[src/inc/ssam_pkg.sv]
// Package: register map, field layout, timing and carriers of the slave address unit
package ssam_pkg;

  // ----------------------------------------------------------------
  // Register byte addresses
  // ----------------------------------------------------------------
  localparam logic [7:0] REG_MODE     = 8'h00;
  localparam logic [7:0] REG_OWN_ADDR = 8'h04;
  localparam logic [7:0] REG_SHIFT    = 8'h08;
  localparam logic [7:0] REG_STATUS   = 8'h0C;
  localparam logic [7:0] REG_INT_STAT = 8'h10;
  localparam logic [7:0] REG_INT_MASK = 8'h14;

  // ----------------------------------------------------------------
  // Field positions
  // ----------------------------------------------------------------
  localparam int MODE_SEL_LO   = 0;
  localparam int MODE_SEL_HI   = 1;
  localparam int MODE_MASTER   = 2;
  localparam int MODE_ENABLE   = 3;
  localparam int MODE_LSB_MASK = 4;
  localparam int MODE_WAKEUP   = 5;
  localparam int ST_MATCH      = 0;
  localparam int ST_RELEASE    = 1;
  localparam int ST_BUSY       = 2;
  localparam int ST_SELECTED   = 3;
  localparam int INT_XFER      = 0;
  localparam int INT_ERR       = 1;

  // ----------------------------------------------------------------
  // Reset values and constants
  // ----------------------------------------------------------------
  localparam logic [7:0] MODE_RST     = 8'h00;
  localparam logic [7:0] OWN_ADDR_RST = 8'h00;
  localparam logic [7:0] SHIFT_RST    = 8'h00;
  localparam logic [7:0] INT_MASK_RST = 8'h00;
  localparam logic [7:0] ALL_ONES     = 8'hFF;
  localparam logic [3:0] BIT_LAST     = 4'h7;

  // ----------------------------------------------------------------
  // Master serial clock timing
  // ----------------------------------------------------------------
  localparam int         SYS_CLK_MHZ     = 40;
  localparam int         MASTER_HALF_NS  = 2000;
  localparam int         MASTER_HALF_CYC = (MASTER_HALF_NS * SYS_CLK_MHZ) / 1000;
  localparam logic [7:0] MASTER_HALF_CNT = 8'(MASTER_HALF_CYC - 1);

  // ----------------------------------------------------------------
  // Types
  // ----------------------------------------------------------------
  typedef enum logic [1:0] {
    SSAM_THREE_WIRE,
    SSAM_PROP_BUS,
    SSAM_TWO_WIRE,
    SSAM_I2C
  } ssam_mode_t;

  typedef struct packed {
    logic       wr;
    logic       rd;
    logic [7:0] addr;
    logic [7:0] wdata;
  } ssam_req_t;

endpackage

[src/ssam_sync.sv]
// Two-flop synchronisers for the serial pins
`timescale 1ns/100ps
module ssam_sync #(
  parameter int WIDTH = 3
) (
  // Clock and reset
  input  wire logic             clk_in,
  input  wire logic             rst_in,
  // Asynchronous levels and their synchronised copies
  input  wire logic [WIDTH-1:0] async_in,
  output logic      [WIDTH-1:0] sync_out
);

  logic [WIDTH-1:0] stage1;

  // Lines idle high, so reset to one to avoid a false edge on release
  for (genvar i = 0; i < WIDTH; i++) begin : g_bit
    always_ff @(posedge clk_in or posedge rst_in) begin
      if (rst_in) begin
        stage1[i]   <= 1'b1;
        sync_out[i] <= 1'b1;
      end else begin
        stage1[i]   <= async_in[i];
        sync_out[i] <= stage1[i];
      end
    end
  end

endmodule // ssam_sync

[src/ssam_addr_cmp.sv]
// Address comparator with optional low-bit mask
`timescale 1ns/100ps
module ssam_addr_cmp (
  // Compared values
  input  wire logic [7:0] received_in,
  input  wire logic [7:0] own_in,
  // Ignore the least significant bit when set
  input  wire logic       mask_lsb_in,
  // Result
  output logic            match_out
);

  always_comb begin
    if (mask_lsb_in) begin
      match_out = (received_in[7:1] == own_in[7:1]);
    end else begin
      match_out = (received_in == own_in);
    end
  end

endmodule // ssam_addr_cmp

[src/ssam_slave_address_match.sv]
// Serial interface slave address matching, mode selection and error detection
`timescale 1ns/100ps

module ssam_slave_address_match (
  // Clock and reset
  input  wire logic                clk_in,
  input  wire logic                rst_in,
  // Register port
  input  wire ssam_pkg::ssam_req_t reg_req_in,
  output logic [7:0]               reg_rdata_out,
  // Serial clock pin
  input  wire logic                three_wire_clock_pin_in,
  output logic                     three_wire_clock_pin_out,
  output logic                     three_wire_clock_pin_oe_n_out,
  // Separate data pins of 3-wire mode
  input  wire logic                three_wire_data_in_pin_in,
  output logic                     three_wire_data_out_pin_out,
  // Shared open-drain data pin
  input  wire logic                shared_data_pin_in,
  output logic                     shared_data_pin_out,
  output logic                     shared_data_pin_oe_n_out,
  // Interrupt
  output logic                     irq_out
);

  // ----------------------------------------------------------------
  // Declarations
  // ----------------------------------------------------------------
  logic [7:0]           mode_reg;
  logic [7:0]           own_slave_address;
  logic [7:0]           preset_shift_register;
  logic [7:0]           int_stat;
  logic [7:0]           int_mask;
  logic [7:0]           status;
  logic [7:0]           next_int_ev;
  logic [7:0]           int_clr;
  ssam_pkg::ssam_mode_t mode;
  logic                 enable;
  logic                 master;
  logic                 address_lsb_mask;
  logic                 wakeup_on_match;
  logic                 bus_mode;
  logic                 proprietary_bus_mode;
  logic [2:0]           sync_q;
  logic                 s_clk;
  logic                 s_sda;
  logic                 s_din;
  logic                 p_clk;
  logic                 p_sda;
  logic [7:0]           div_cnt;
  logic                 mclk;
  logic                 master_busy;
  logic                 tick;
  logic                 rise_ev;
  logic                 fall_ev;
  logic                 cond_ok;
  logic                 start_ev;
  logic                 stop_ev;
  logic [3:0]           bit_cnt;
  logic                 byte_done;
  logic                 addr_phase;
  logic                 addr_done;
  logic                 rx_bit;
  logic                 out_bit;
  logic                 drive_low;
  logic                 tx_owned;
  logic                 quiet;
  logic                 match;
  logic                 address_match_flag;
  logic                 release_detect_flag;
  logic                 selected;
  logic                 xfer_ev;
  logic                 arb_err;
  logic                 frame_err;
  logic                 err_ev;

  // Write strobe aimed at one register
  function automatic logic wr_hit(input logic [7:0] offset);
    return reg_req_in.wr && (reg_req_in.addr == offset);
  endfunction

  // ----------------------------------------------------------------
  // Control registers
  // ----------------------------------------------------------------
  always_ff @(posedge clk_in or posedge rst_in) begin
    if (rst_in) begin
      mode_reg <= ssam_pkg::MODE_RST;
    end else if (wr_hit(ssam_pkg::REG_MODE)) begin
      mode_reg <= reg_req_in.wdata;
    end
  end

  always_ff @(posedge clk_in or posedge rst_in) begin
    if (rst_in) begin
      own_slave_address <= ssam_pkg::OWN_ADDR_RST;
    end else if (wr_hit(ssam_pkg::REG_OWN_ADDR)) begin
      own_slave_address <= reg_req_in.wdata;
    end
  end

  always_ff @(posedge clk_in or posedge rst_in) begin
    if (rst_in) begin
      int_mask <= ssam_pkg::INT_MASK_RST;
    end else if (wr_hit(ssam_pkg::REG_INT_MASK)) begin
      int_mask <= reg_req_in.wdata;
    end
  end

  assign mode = ssam_pkg::ssam_mode_t'(mode_reg[ssam_pkg::MODE_SEL_HI:ssam_pkg::MODE_SEL_LO]);
  assign enable               = mode_reg[ssam_pkg::MODE_ENABLE];
  assign master               = mode_reg[ssam_pkg::MODE_MASTER];
  assign address_lsb_mask     = mode_reg[ssam_pkg::MODE_LSB_MASK];
  assign wakeup_on_match      = mode_reg[ssam_pkg::MODE_WAKEUP];
  assign bus_mode             = (mode != ssam_pkg::SSAM_THREE_WIRE);
  assign proprietary_bus_mode = (mode == ssam_pkg::SSAM_PROP_BUS);

  // ----------------------------------------------------------------
  // Pin synchronisers and edge detection
  // ----------------------------------------------------------------
  ssam_sync #(
    .WIDTH (3)
  ) u_sync (
    .clk_in   (clk_in),
    .rst_in   (rst_in),
    .async_in ({three_wire_data_in_pin_in, shared_data_pin_in, three_wire_clock_pin_in}),
    .sync_out (sync_q)
  );

  assign s_clk = sync_q[0];
  assign s_sda = sync_q[1];
  assign s_din = sync_q[2];

  always_ff @(posedge clk_in or posedge rst_in) begin
    if (rst_in) begin
      p_clk <= 1'b1;
      p_sda <= 1'b1;
    end else begin
      p_clk <= s_clk;
      p_sda <= s_sda;
    end
  end

  // ----------------------------------------------------------------
  // Master clock generator
  // ----------------------------------------------------------------
  // Clock idles high between transfers
  always_ff @(posedge clk_in or posedge rst_in) begin
    if (rst_in) begin
      div_cnt <= 8'h00;
      mclk    <= 1'b1;
    end else if (!(master && master_busy)) begin
      div_cnt <= 8'h00;
      mclk    <= 1'b1;
    end else if (div_cnt == ssam_pkg::MASTER_HALF_CNT) begin
      div_cnt <= 8'h00;
      mclk    <= ~mclk;
    end else begin
      div_cnt <= div_cnt + 8'h01;
    end
  end

  assign tick = master && master_busy && (div_cnt == ssam_pkg::MASTER_HALF_CNT);

  assign rise_ev = enable && (master ? (tick && !mclk) : (s_clk && !p_clk));
  assign fall_ev = enable && (master ? (tick && mclk) : (!s_clk && p_clk));

  // clock pin driven only as master
  assign three_wire_clock_pin_out      = mclk;
  assign three_wire_clock_pin_oe_n_out = !(enable && master);

  // ----------------------------------------------------------------
  // Start and stop conditions
  // ----------------------------------------------------------------
  // Data moves while the clock stays high
  assign cond_ok  = enable && bus_mode && !master && s_clk && p_clk;
  assign start_ev = cond_ok && p_sda && !s_sda;
  assign stop_ev  = cond_ok && !p_sda && s_sda;

  // ----------------------------------------------------------------
  // Bit counting and address phase
  // ----------------------------------------------------------------
  always_ff @(posedge clk_in or posedge rst_in) begin
    if (rst_in) begin
      bit_cnt   <= 4'h0;
      byte_done <= 1'b0;
    end else begin
      byte_done <= 1'b0;
      if (start_ev || stop_ev || !enable) begin
        bit_cnt <= 4'h0;
      end else if (rise_ev) begin
        if (bit_cnt == ssam_pkg::BIT_LAST) begin
          bit_cnt   <= 4'h0;
          byte_done <= 1'b1;
        end else begin
          bit_cnt <= bit_cnt + 4'h1;
        end
      end
    end
  end

  always_ff @(posedge clk_in or posedge rst_in) begin
    if (rst_in) begin
      addr_phase <= 1'b0;
    end else if (start_ev) begin
      addr_phase <= 1'b1;
    end else if (byte_done || stop_ev || !enable) begin
      addr_phase <= 1'b0;
    end
  end

  assign addr_done = byte_done && addr_phase;

  // ----------------------------------------------------------------
  // Shift register and data pins
  // ----------------------------------------------------------------
  // data pin choice
  assign rx_bit = bus_mode ? s_sda : s_din;

  always_ff @(posedge clk_in or posedge rst_in) begin
    if (rst_in) begin
      preset_shift_register <= ssam_pkg::SHIFT_RST;
    end else if (wr_hit(ssam_pkg::REG_SHIFT)) begin
      preset_shift_register <= reg_req_in.wdata;
    end else if (start_ev && proprietary_bus_mode && !wakeup_on_match) begin
      preset_shift_register <= ssam_pkg::ALL_ONES;
    end else if (rise_ev) begin
      preset_shift_register <= {preset_shift_register[6:0], rx_bit};
    end
  end

  // Released during wake-up address reception so the line is never pulled
  assign quiet = addr_phase && wakeup_on_match && !master;

  always_ff @(posedge clk_in or posedge rst_in) begin
    if (rst_in) begin
      out_bit <= 1'b1;
    end else if (fall_ev) begin
      out_bit <= preset_shift_register[7];
    end
  end

  always_ff @(posedge clk_in or posedge rst_in) begin
    if (rst_in) begin
      drive_low <= 1'b0;
    end else if (!enable || !bus_mode || start_ev || stop_ev || byte_done) begin
      drive_low <= 1'b0;
    end else if (fall_ev) begin
      drive_low <= !preset_shift_register[7] && !quiet;
    end
  end

  assign three_wire_data_out_pin_out = out_bit;
  assign shared_data_pin_out         = 1'b0;
  assign shared_data_pin_oe_n_out    = !drive_low;

  always_ff @(posedge clk_in or posedge rst_in) begin
    if (rst_in) begin
      tx_owned <= 1'b0;
    end else if (wr_hit(ssam_pkg::REG_SHIFT)) begin
      tx_owned <= 1'b1;
    end else if (byte_done || start_ev || stop_ev) begin
      tx_owned <= 1'b0;
    end
  end

  always_ff @(posedge clk_in or posedge rst_in) begin
    if (rst_in) begin
      master_busy <= 1'b0;
    end else if (!enable || !master) begin
      master_busy <= 1'b0;
    end else if (wr_hit(ssam_pkg::REG_SHIFT)) begin
      master_busy <= 1'b1;
    end else if (rise_ev && (bit_cnt == ssam_pkg::BIT_LAST)) begin
      master_busy <= 1'b0;
    end
  end

  // ----------------------------------------------------------------
  // Address comparison and flags
  // ----------------------------------------------------------------
  // compare received byte
  ssam_addr_cmp u_cmp (
    .received_in (preset_shift_register),
    .own_in      (own_slave_address),
    .mask_lsb_in (address_lsb_mask),
    .match_out   (match)
  );

  always_ff @(posedge clk_in or posedge rst_in) begin
    if (rst_in) begin
      address_match_flag <= 1'b0;
    end else begin
      if (start_ev) begin
        address_match_flag <= 1'b0;
      end
      if (addr_done && match) begin
        address_match_flag <= 1'b1;
      end
    end
  end

  always_ff @(posedge clk_in or posedge rst_in) begin
    if (rst_in) begin
      selected <= 1'b0;
    end else if (stop_ev || !enable) begin
      selected <= 1'b0;
    end else if (addr_done) begin
      selected <= match;
    end
  end

  always_ff @(posedge clk_in or posedge rst_in) begin
    if (rst_in) begin
      release_detect_flag <= 1'b0;
    end else begin
      if (addr_done && !match) begin
        release_detect_flag <= 1'b0;
      end
      if (stop_ev) begin
        release_detect_flag <= 1'b1;
      end
    end
  end

  // ----------------------------------------------------------------
  // Events and interrupt
  // ----------------------------------------------------------------
  // wake-up gating
  assign xfer_ev = wakeup_on_match ? (addr_done && match) : byte_done;

  // released bit read low, or frame cut short
  assign arb_err   = rise_ev && bus_mode && tx_owned && !quiet && out_bit && !rx_bit;
  assign frame_err = (start_ev || stop_ev) && (bit_cnt != 4'h0);
  assign err_ev    = arb_err || frame_err;

  always_comb begin
    next_int_ev                     = 8'h00;
    next_int_ev[ssam_pkg::INT_XFER] = xfer_ev;
    next_int_ev[ssam_pkg::INT_ERR]  = err_ev;
    int_clr = wr_hit(ssam_pkg::REG_INT_STAT) ? reg_req_in.wdata : 8'h00;
  end

  // A new event wins over a clear in the same cycle
  always_ff @(posedge clk_in or posedge rst_in) begin
    if (rst_in) begin
      int_stat <= 8'h00;
    end else begin
      int_stat <= (int_stat & ~int_clr) | next_int_ev;
    end
  end

  assign irq_out = |(int_stat & int_mask);

  // ----------------------------------------------------------------
  // Register read
  // ----------------------------------------------------------------
  always_comb begin
    status                        = 8'h00;
    status[ssam_pkg::ST_MATCH]    = address_match_flag;
    status[ssam_pkg::ST_RELEASE]  = release_detect_flag;
    status[ssam_pkg::ST_BUSY]     = master_busy || (bit_cnt != 4'h0);
    status[ssam_pkg::ST_SELECTED] = selected;
  end

  // Data stand for one cycle only, zero otherwise
  always_ff @(posedge clk_in or posedge rst_in) begin
    if (rst_in) begin
      reg_rdata_out <= 8'h00;
    end else begin
      reg_rdata_out <= 8'h00;
      if (reg_req_in.rd) begin
        case (reg_req_in.addr)
          ssam_pkg::REG_MODE: begin
            reg_rdata_out <= mode_reg;
          end
          ssam_pkg::REG_OWN_ADDR: begin
            reg_rdata_out <= own_slave_address;
          end
          ssam_pkg::REG_SHIFT: begin
            reg_rdata_out <= preset_shift_register;
          end
          ssam_pkg::REG_STATUS: begin
            reg_rdata_out <= status;
          end
          ssam_pkg::REG_INT_STAT: begin
            reg_rdata_out <= int_stat;
          end
          ssam_pkg::REG_INT_MASK: begin
            reg_rdata_out <= int_mask;
          end
          default: begin
            reg_rdata_out <= 8'h00;
          end
        endcase
      end
    end
  end

endmodule // ssam_slave_address_match

[config.mk]
export PLATFORM = sky130hd
export DESIGN_NAME = ssam_slave_address_match
export DESIGN_NICKNAME = d
export VERILOG_FILES = /design/src/inc/ssam_pkg.sv /design/src/ssam_sync.sv /design/src/ssam_addr_cmp.sv /design/src/ssam_slave_address_match.sv
export SDC_FILE = /design/constraint.sdc
export NUM_CORES = 1
export LEC_CHECK = 0
export BUFFER_PORTS_ARGS = -buffer_cell sky130_fd_sc_hd__buf_2
export CORE_MARGIN = 4
export CORE_UTILIZATION = 53
export CTS_CLUSTER_DIAMETER = 40
export DETAILED_ROUTE_END_ITERATION = 10
export PLACE_DENSITY = 0.75
export REMOVE_ABC_BUFFERS = 1
export SLEW_MARGIN = 25
export SYNTH_ARGS = -nofsm -noshare
export SYNTH_HDL_FRONTEND = slang
export SYNTH_SLANG_ARGS = --single-unit
[constraint.sdc]
create_clock -name clk_in -period 2.2 [get_ports clk_in]
set_input_delay 0.44 -clock clk_in [delete_from_list [all_inputs] [get_ports clk_in]]
set_output_delay 0.44 -clock clk_in [all_outputs]
set_load 0.01 [all_outputs]
==> flow_summary.json, run 1 <==
{
  "outcome": "finished, final reports clean",
  "ys_warn_count": 0,
  "core_area_um2": 7214,
  "yosysMostFrequentCell": "dfrtp_1",
  "p_int_mw": 2.272,
  "required_ps": 2410,
  "clk_root_buffer_cell": "clkbuf_8",
  "synth-compound-area-share_pct": 12.81,
  "path_clk_slew_ps": 80,
  "synth_top_cells_by_count": "68 x dfrtp_1, 26 x mux2_2, 23 x nor2_1, 17 x inv_1, 16 x nand2_1",
  "synth.distinct_cells": 58,
  "min_period_ps": 1996,
  "seq_area_frac_synth_pct": 50.02,
  "grt_usage_pct": 22.68,
  "pwr-share-seq_pct": 53.6,
  "avgSynthCellArea_um2": 11.42,
  "fmax_mhz": 501.1,
  "hold_buffers": 0,
  "post-dp-hpwl_um": 6768,
  "gp_congestion": 0.9068,
  "setup_violations": 0,
  "swShare_pct": 26.39,
  "async_reset_ff_share_pct": 100.0,
  "post-route-drc-count": 0,
  "synth_simple_gate_area_share_pct": 15.96,
  "synthXorXnorAreaFrac_pct": 3.568,
  "cp_data_arrival_time_ps": 2210,
  "synth.area.mux_share_pct": 13.00,
  "pwr_density_cell_nw_per_um2": 685.4,
  "rsz0062_at_grt": "no",
  "gr-total-overflow": 0,
  "synth_fa_ha_area_share_pct": 0.9557,
  "netSwitchingPower_uw": 814.8,
  "rows": 31,
  "first_pass_iters": 5,
  "start_util_pct": 54.44,
  "syn_inst": 344,
  "report.final.slew_viol_count": 0,
  "drt-wirelength-per-cell_um": 18.81,
  "ant_nets": 0,
  "critPathKind": "reg -> reg",
  "worst-slew-pin-transition_ps": 617.6,
  "clockBufferDepth": 2,
  "nets": 417,
  "syn_area_um2": 3928,
  "synth_top_area_share_pct": 43.33,
  "ir_drop_mv": 0.5457,
  "antenna_found_initial": 0,
  "setup_tns_ps": 0,
  "synth_ff_type": "dfrtp_1",
  "synth_top_cells_by_area": "dfrtp_1 43%, mux2_2 7.5%, dfstp_2 6.7%, mux4_2 4.0%, xnor2_1 2.9%",
  "htree_levels": 3,
  "holdCritPathClass": "in -> async",
  "grt_pass1_wl_um": 15350,
  "fin_skew_ps": 11.58,
  "cts_tree": "built",
  "yosysTopAreaCell": "dfrtp_1",
  "die_y_um": 94.09,
  "relSlewSlack_pct": 58.25,
  "vias": 3022,
  "clkPwrFrac_pct": 35.6,
  "design_area_um2": 4504,
  "drv_cap": 0,
  "post_cts_buffers": 0,
  "clkLatencyLatePin_ps": 360,
  "ys_ff_latch": 78,
  "ioPinCount": 37,
  "cts_resized": 0,
  "clkSinkCount": 78,
  "p_leak_nw": 2.048,
  "dieArea_um2": 8852,
  "drtIter0Drc": 243,
  "dieWidth_um": 94.09,
  "end_kind": "register",
  "hold_violations": 0,
  "place_area_um2": 4304,
  "p_total_mw": 3.087,
  "grt_pass1_vias": 2957,
  "reg2reg_depth": 4,
  "synth-edff-count": 0,
  "cts_made_buffers": 9,
  "cp_max_fo": 9,
  "portBuffers": 35,
  "num_antenna_cells": 0,
  "areaGrowthSynthToFinish_pct": 14.69,
  "fillCellCount": 597,
  "grt_max_degree": 34,
  "synth_top_family_by_area": "simple AND/OR/NAND/NOR gates",
  "drive_gt1_share_pct": 30.56,
  "period_share_pct": 90.72,
  "start_kind": "register",
  "via_per_inst": 6.105,
  "wirelength_um": 9310,
  "p_comb_share_pct": 10.9
}
placed cells by master, fill, tap and decap left out, drive strengths merged, types with 3 or more instances in the layout:
| cell | n |
|---|---|
| nor3 | 3 |
| ha | 3 |
| inv | 17 |
| nand4b | 9 |
| nor2 | 23 |
| o311ai | 8 |
| clkinv | 3 |
| o21ai | 15 |
| and4 | 3 |
| a21o | 3 |
| o211ai | 9 |
| nand2 | 17 |
| xor2 | 3 |
| buf | 54 |
| a21oi | 8 |
| nand3 | 9 |
| nand3b | 4 |
| mux2i | 6 |
| nor2b | 7 |
| o31a | 4 |
| and3 | 4 |
| nor4b | 3 |
| nor4 | 5 |
| mux4 | 7 |
| mux2 | 26 |
| a22oi | 7 |
| dfrtp | 68 |
| clkbuf | 12 |
| dfstp | 10 |
| xnor2 | 13 |
| a21boi | 6 |
cell type report:
class	count	area (um^2)	share of cell area, %
Tap cell	99	123.9	2.750
Sequential cell	78	1964	43.61
Inverter	17	63.81	1.417
Multi-Input combinational cell	231	1822	40.44
Clock buffer	12	155.1	3.444
Clock inverter	4	45.04	1.000
Timing Repair Buffer	54	330.3	7.333
final timing paths:
path	from	endpoint	slack, ps
setup / recovery	div_cnt[4]	preset_shift_register[4]	200
hold / removal	rst_in	div_cnt[4]	70
setup reg to reg	div_cnt[4]	preset_shift_register[4]	200
hold reg to reg	u_sync.stage1[1]	u_sync.sync_out[1]	360
max in group asynchronous	rst_in	three_wire_clock_pin_out	1540
min in group clk_in	shared_data_pin_in	u_sync.stage1[1]	180
per-stage QoR:
stage	util (%)	instances	setup WS (ps)	hold WS (ps)
floorplan	-	326	-218.5	345.2
global placement	59.66	479	200.2	346.8
detailed placement	59.66	479	145.7	348.2
CTS	62.43	495	208.8	81.42
global route	62.43	495	90.68	97.78
finish	62.43	495	204.3	72.85
logic make-up (layout without fill, tap and decap cells):
group                      count (synthesis)  count (layout)
other                                      1               1
muxes                                     39              39
and+or+nand+nor                          101             101
AOI/OAI and AO/OA                         71              71
adders and majority gates                  3               3
xor gates and xnor gates                  16              16
buffers and inverters                     35              87
DFF                                       78              78
worst max-delay path, stage by stage (launching register included):
cell and delay, ps:
dfrtp_1 420, or4b_4 580, or4_4 540, nand2_4 150, o311ai_0 150
per-layer routing:
metal	share of wire, %	track usage [%]	wire length (um)
met3	6.6	4.006	618
met1	47	33.61	4361
met4	2.9	10.71	266
met2	44	32.11	4064
met5	0	0	0
power by group through the flow:
| stage | logic, mW | registers [mW] | clock network, mW |
|---|---|---|---|
| final | 0.336 | 1.65 | 1.10 |
| after global routing | 0.374 | 1.66 | 1.17 |
| after detailed placement | 0.335 | 1.67 | 0 |
| after global placement | 0.323 | 1.67 | 0 |
| after floorplan | 0.216 | 1.63 | 0 |
| after CTS | 0.337 | 1.65 | 1.11 |
Note: power is estimated with default switching activity, not from simulation.
==> run 2, diff against run 1 <==
Settings changed: ABC_AREA set to 1, CORE_UTILIZATION 53 to 54, PLACE_DENSITY 0.75 to 0.76.
==> run 2 against run 1 <==
Compared with the run above:
- synthesized area increased by 3.3%
- cell count up 36%
- sequential share of layout area decreased by 0.43 points
- global-route usage rose by 1.7 points
- via count grew 18%
- worst setup slack improved by 86 ps
- register-to-register slack gained 210 ps
- total power increased by 0.78%
- final area is 1.0% higher
- critical path depth rose by 1
- core utilization about the same
- critical endpoint is now irq_out
- largest power group unchanged
==> flow_summary.json, run 2 <==
{
  "relSlewSlack_pct": 63.71,
  "gp_congestion": 0.9244,
  "final_cell_mix": "134 x nand2_1, 73 x nor2_1, 68 x dfrtp_1, 67 x inv_1, 51 x nand3_1",
  "finish.utilization_pct": 62.39,
  "post_cts_buffers": 0,
  "yosysTopAreaCell": "dfrtp_1",
  "cts_resized": 0,
  "period_share_pct": 86.81,
  "cpLargestDelayFamily": "flip-flops",
  "cp_data_arrival_time_ps": 1470,
  "route.met2.wl_um": 4491,
  "antenna_found_initial": 0,
  "highest_layer": "met4",
  "async_reset_ff_share_pct": 100.0,
  "path_common_cell": "nand2_1",
  "dieWidth_um": 94.69,
  "outcome": "finished, final reports clean",
  "clockBufferDepth": 2,
  "first_pass_iters": 5,
  "final_common_cell": "nand2_1",
  "rsz0062_at_grt": "no",
  "critPathSlowestCell": "dfrtp_1",
  "synth_top_cells_by_count": "134 x nand2_1, 73 x nor2_1, 68 x dfrtp_1, 68 x inv_1, 51 x nand3_1",
  "path_cells": "nand2_1, nand2_1, a221oi_1, nand3_1, buf_2",
  "ir_drop_mv": 0.3907,
  "fmax_mhz": 523.6,
  "ys_ff_latch": 78,
  "p_leak_nw": 2.347,
  "cts_tree": "built",
  "vias": 3579,
  "report.final.slew_viol_count": 0,
  "synth-edff-count": 0,
  "clkSinkCount": 78,
  "grt_usage_pct": 24.40,
  "wirelength_um": 10060,
  "end_kind": "output port",
  "drt-wirelength-per-cell_um": 14.90,
  "post-dp-hpwl_um": 7511,
  "num_antenna_cells": 0,
  "avgSynthCellArea_um2": 7.714,
  "critPathKind": "reg -> out",
  "ioPinCount": 37,
  "met1_length_um": 4516,
  "p_total_mw": 3.111,
  "path_buf_inv": 1,
  "ys_warn_count": 0,
  "grt_pass1_vias": 3466,
  "dieArea_um2": 8965,
  "crit_path_max_incr_delay_ps": 430,
  "syn_area_um2": 4058,
  "cp_max_fo": 3,
  "hold_violations": 0,
  "post-route-drc-count": 0,
  "worst-slew-pin-transition_ps": 543.7,
  "required_ps": 1760,
  "setup_violations": 0,
  "hold_buffers": 0,
  "die_y_um": 94.69,
  "min_period_ps": 1910,
  "pwr_density_cell_nw_per_um2": 683.9,
  "syn_inst": 526,
  "via_per_inst": 5.302,
  "fin_skew_ps": 9.835,
  "clkLatencyLatePin_ps": 350,
  "grt_pass1_wl_um": 16800,
  "portBuffers": 35,
  "synth_ff_type": "dfrtp_1",
  "wl_met3_um": 812,
  "ant_nets": 0,
  "rows": 31,
  "yosysMostFrequentCell": "nand2_1",
  "start_kind": "register",
  "synth_top_cells_by_area": "dfrtp_1 42%, nand2_1 12%, nor2_1 6.8%, dfstp_2 6.5%, nand3_1 6.3%",
  "seq_area_frac_synth_pct": 48.41,
  "core_area_um2": 7292,
  "synth_top_area_share_pct": 41.94,
  "drtIter0Drc": 337,
  "areaGrowthSynthToFinish_pct": 12.12,
  "htree_levels": 3,
  "drive_gt1_share_pct": 15.97,
  "drv_cap": 0,
  "grt_max_degree": 30,
  "clk_root_buffer_cell": "clkbuf_8",
  "holdCritPathClass": "in -> async",
  "synth.distinct_cells": 31,
  "path_clk_slew_ps": 80,
  "cts_made_buffers": 9,
  "setup_tns_ps": 0,
  "gr-total-overflow": 0,
  "nets": 597,
  "start_util_pct": 55.65
}
## run 2: metrics by stage
stage                     worst slack, ps  hold WS, ps  cells  cell area (um^2)
final                               290.2        109.3    675              4549
after CTS                           268.1        121.8    675              4549
after global routing                172.9        127.3    675              4549
after global placement              153.8        345.7    659              4359
after detailed placement            144.7        348.7    659              4359
after floorplan                    -218.5        345.2    517              3986
## run 2: cell type report
| class | count | area, um^2 |
|---|---|---|
| clock buffers | 11 | 131.4 |
| clock inverters | 5 | 58.81 |
| inverters | 73 | 275.3 |
| fillers | 677 | 2743 |
| flip-flops and latches | 78 | 1964 |
| well taps | 99 | 123.9 |
| multi-input cells | 366 | 1748 |
| repair buffers | 43 | 247.7 |
## run 2: logic make-up after synthesis
group	count (synthesis)	share of synthesized area, %
flops	78	48.41
simple gates	295	32.65
fa+ha+maj	3	0.9252
xor+xnor	8	1.727
compound gates	59	7.678
buf+inv	82	8.510
other cells	1	0.09242
## run 2: power breakdown
group | internal (mW) | switching [mW] | total, mW
clock | 0.527 | 0.532 | 1.06
sequential | 1.54 | 0.110 | 1.65
combinational | 0.149 | 0.257 | 0.406
total | 2.21 | 0.899 | 3.11
## run 2: worst paths after layout
check / start / to / slack, ps / depth (start not counted)
setup reg to reg: mode_reg[2] / preset_shift_register[6] / 410 / 8
max in group asynchronous: rst_in / p_clk / 1460 / 3
setup / recovery: int_mask[3] / irq_out / 290 / 5
min in group clk_in: shared_data_pin_in / u_sync.stage1[1] / 180 / 1
hold / removal: rst_in / div_cnt[5] / 110 / 2
hold reg to reg: u_sync.stage1[2] / u_sync.sync_out[2] / 350 / 0
## run 2: per-layer routing
metal  GRT usage (%)  vias up
met5               0        -
met4           8.293        0
li1                -     1754
met1           33.62     1658
met2           38.17      145
met3           5.339       22
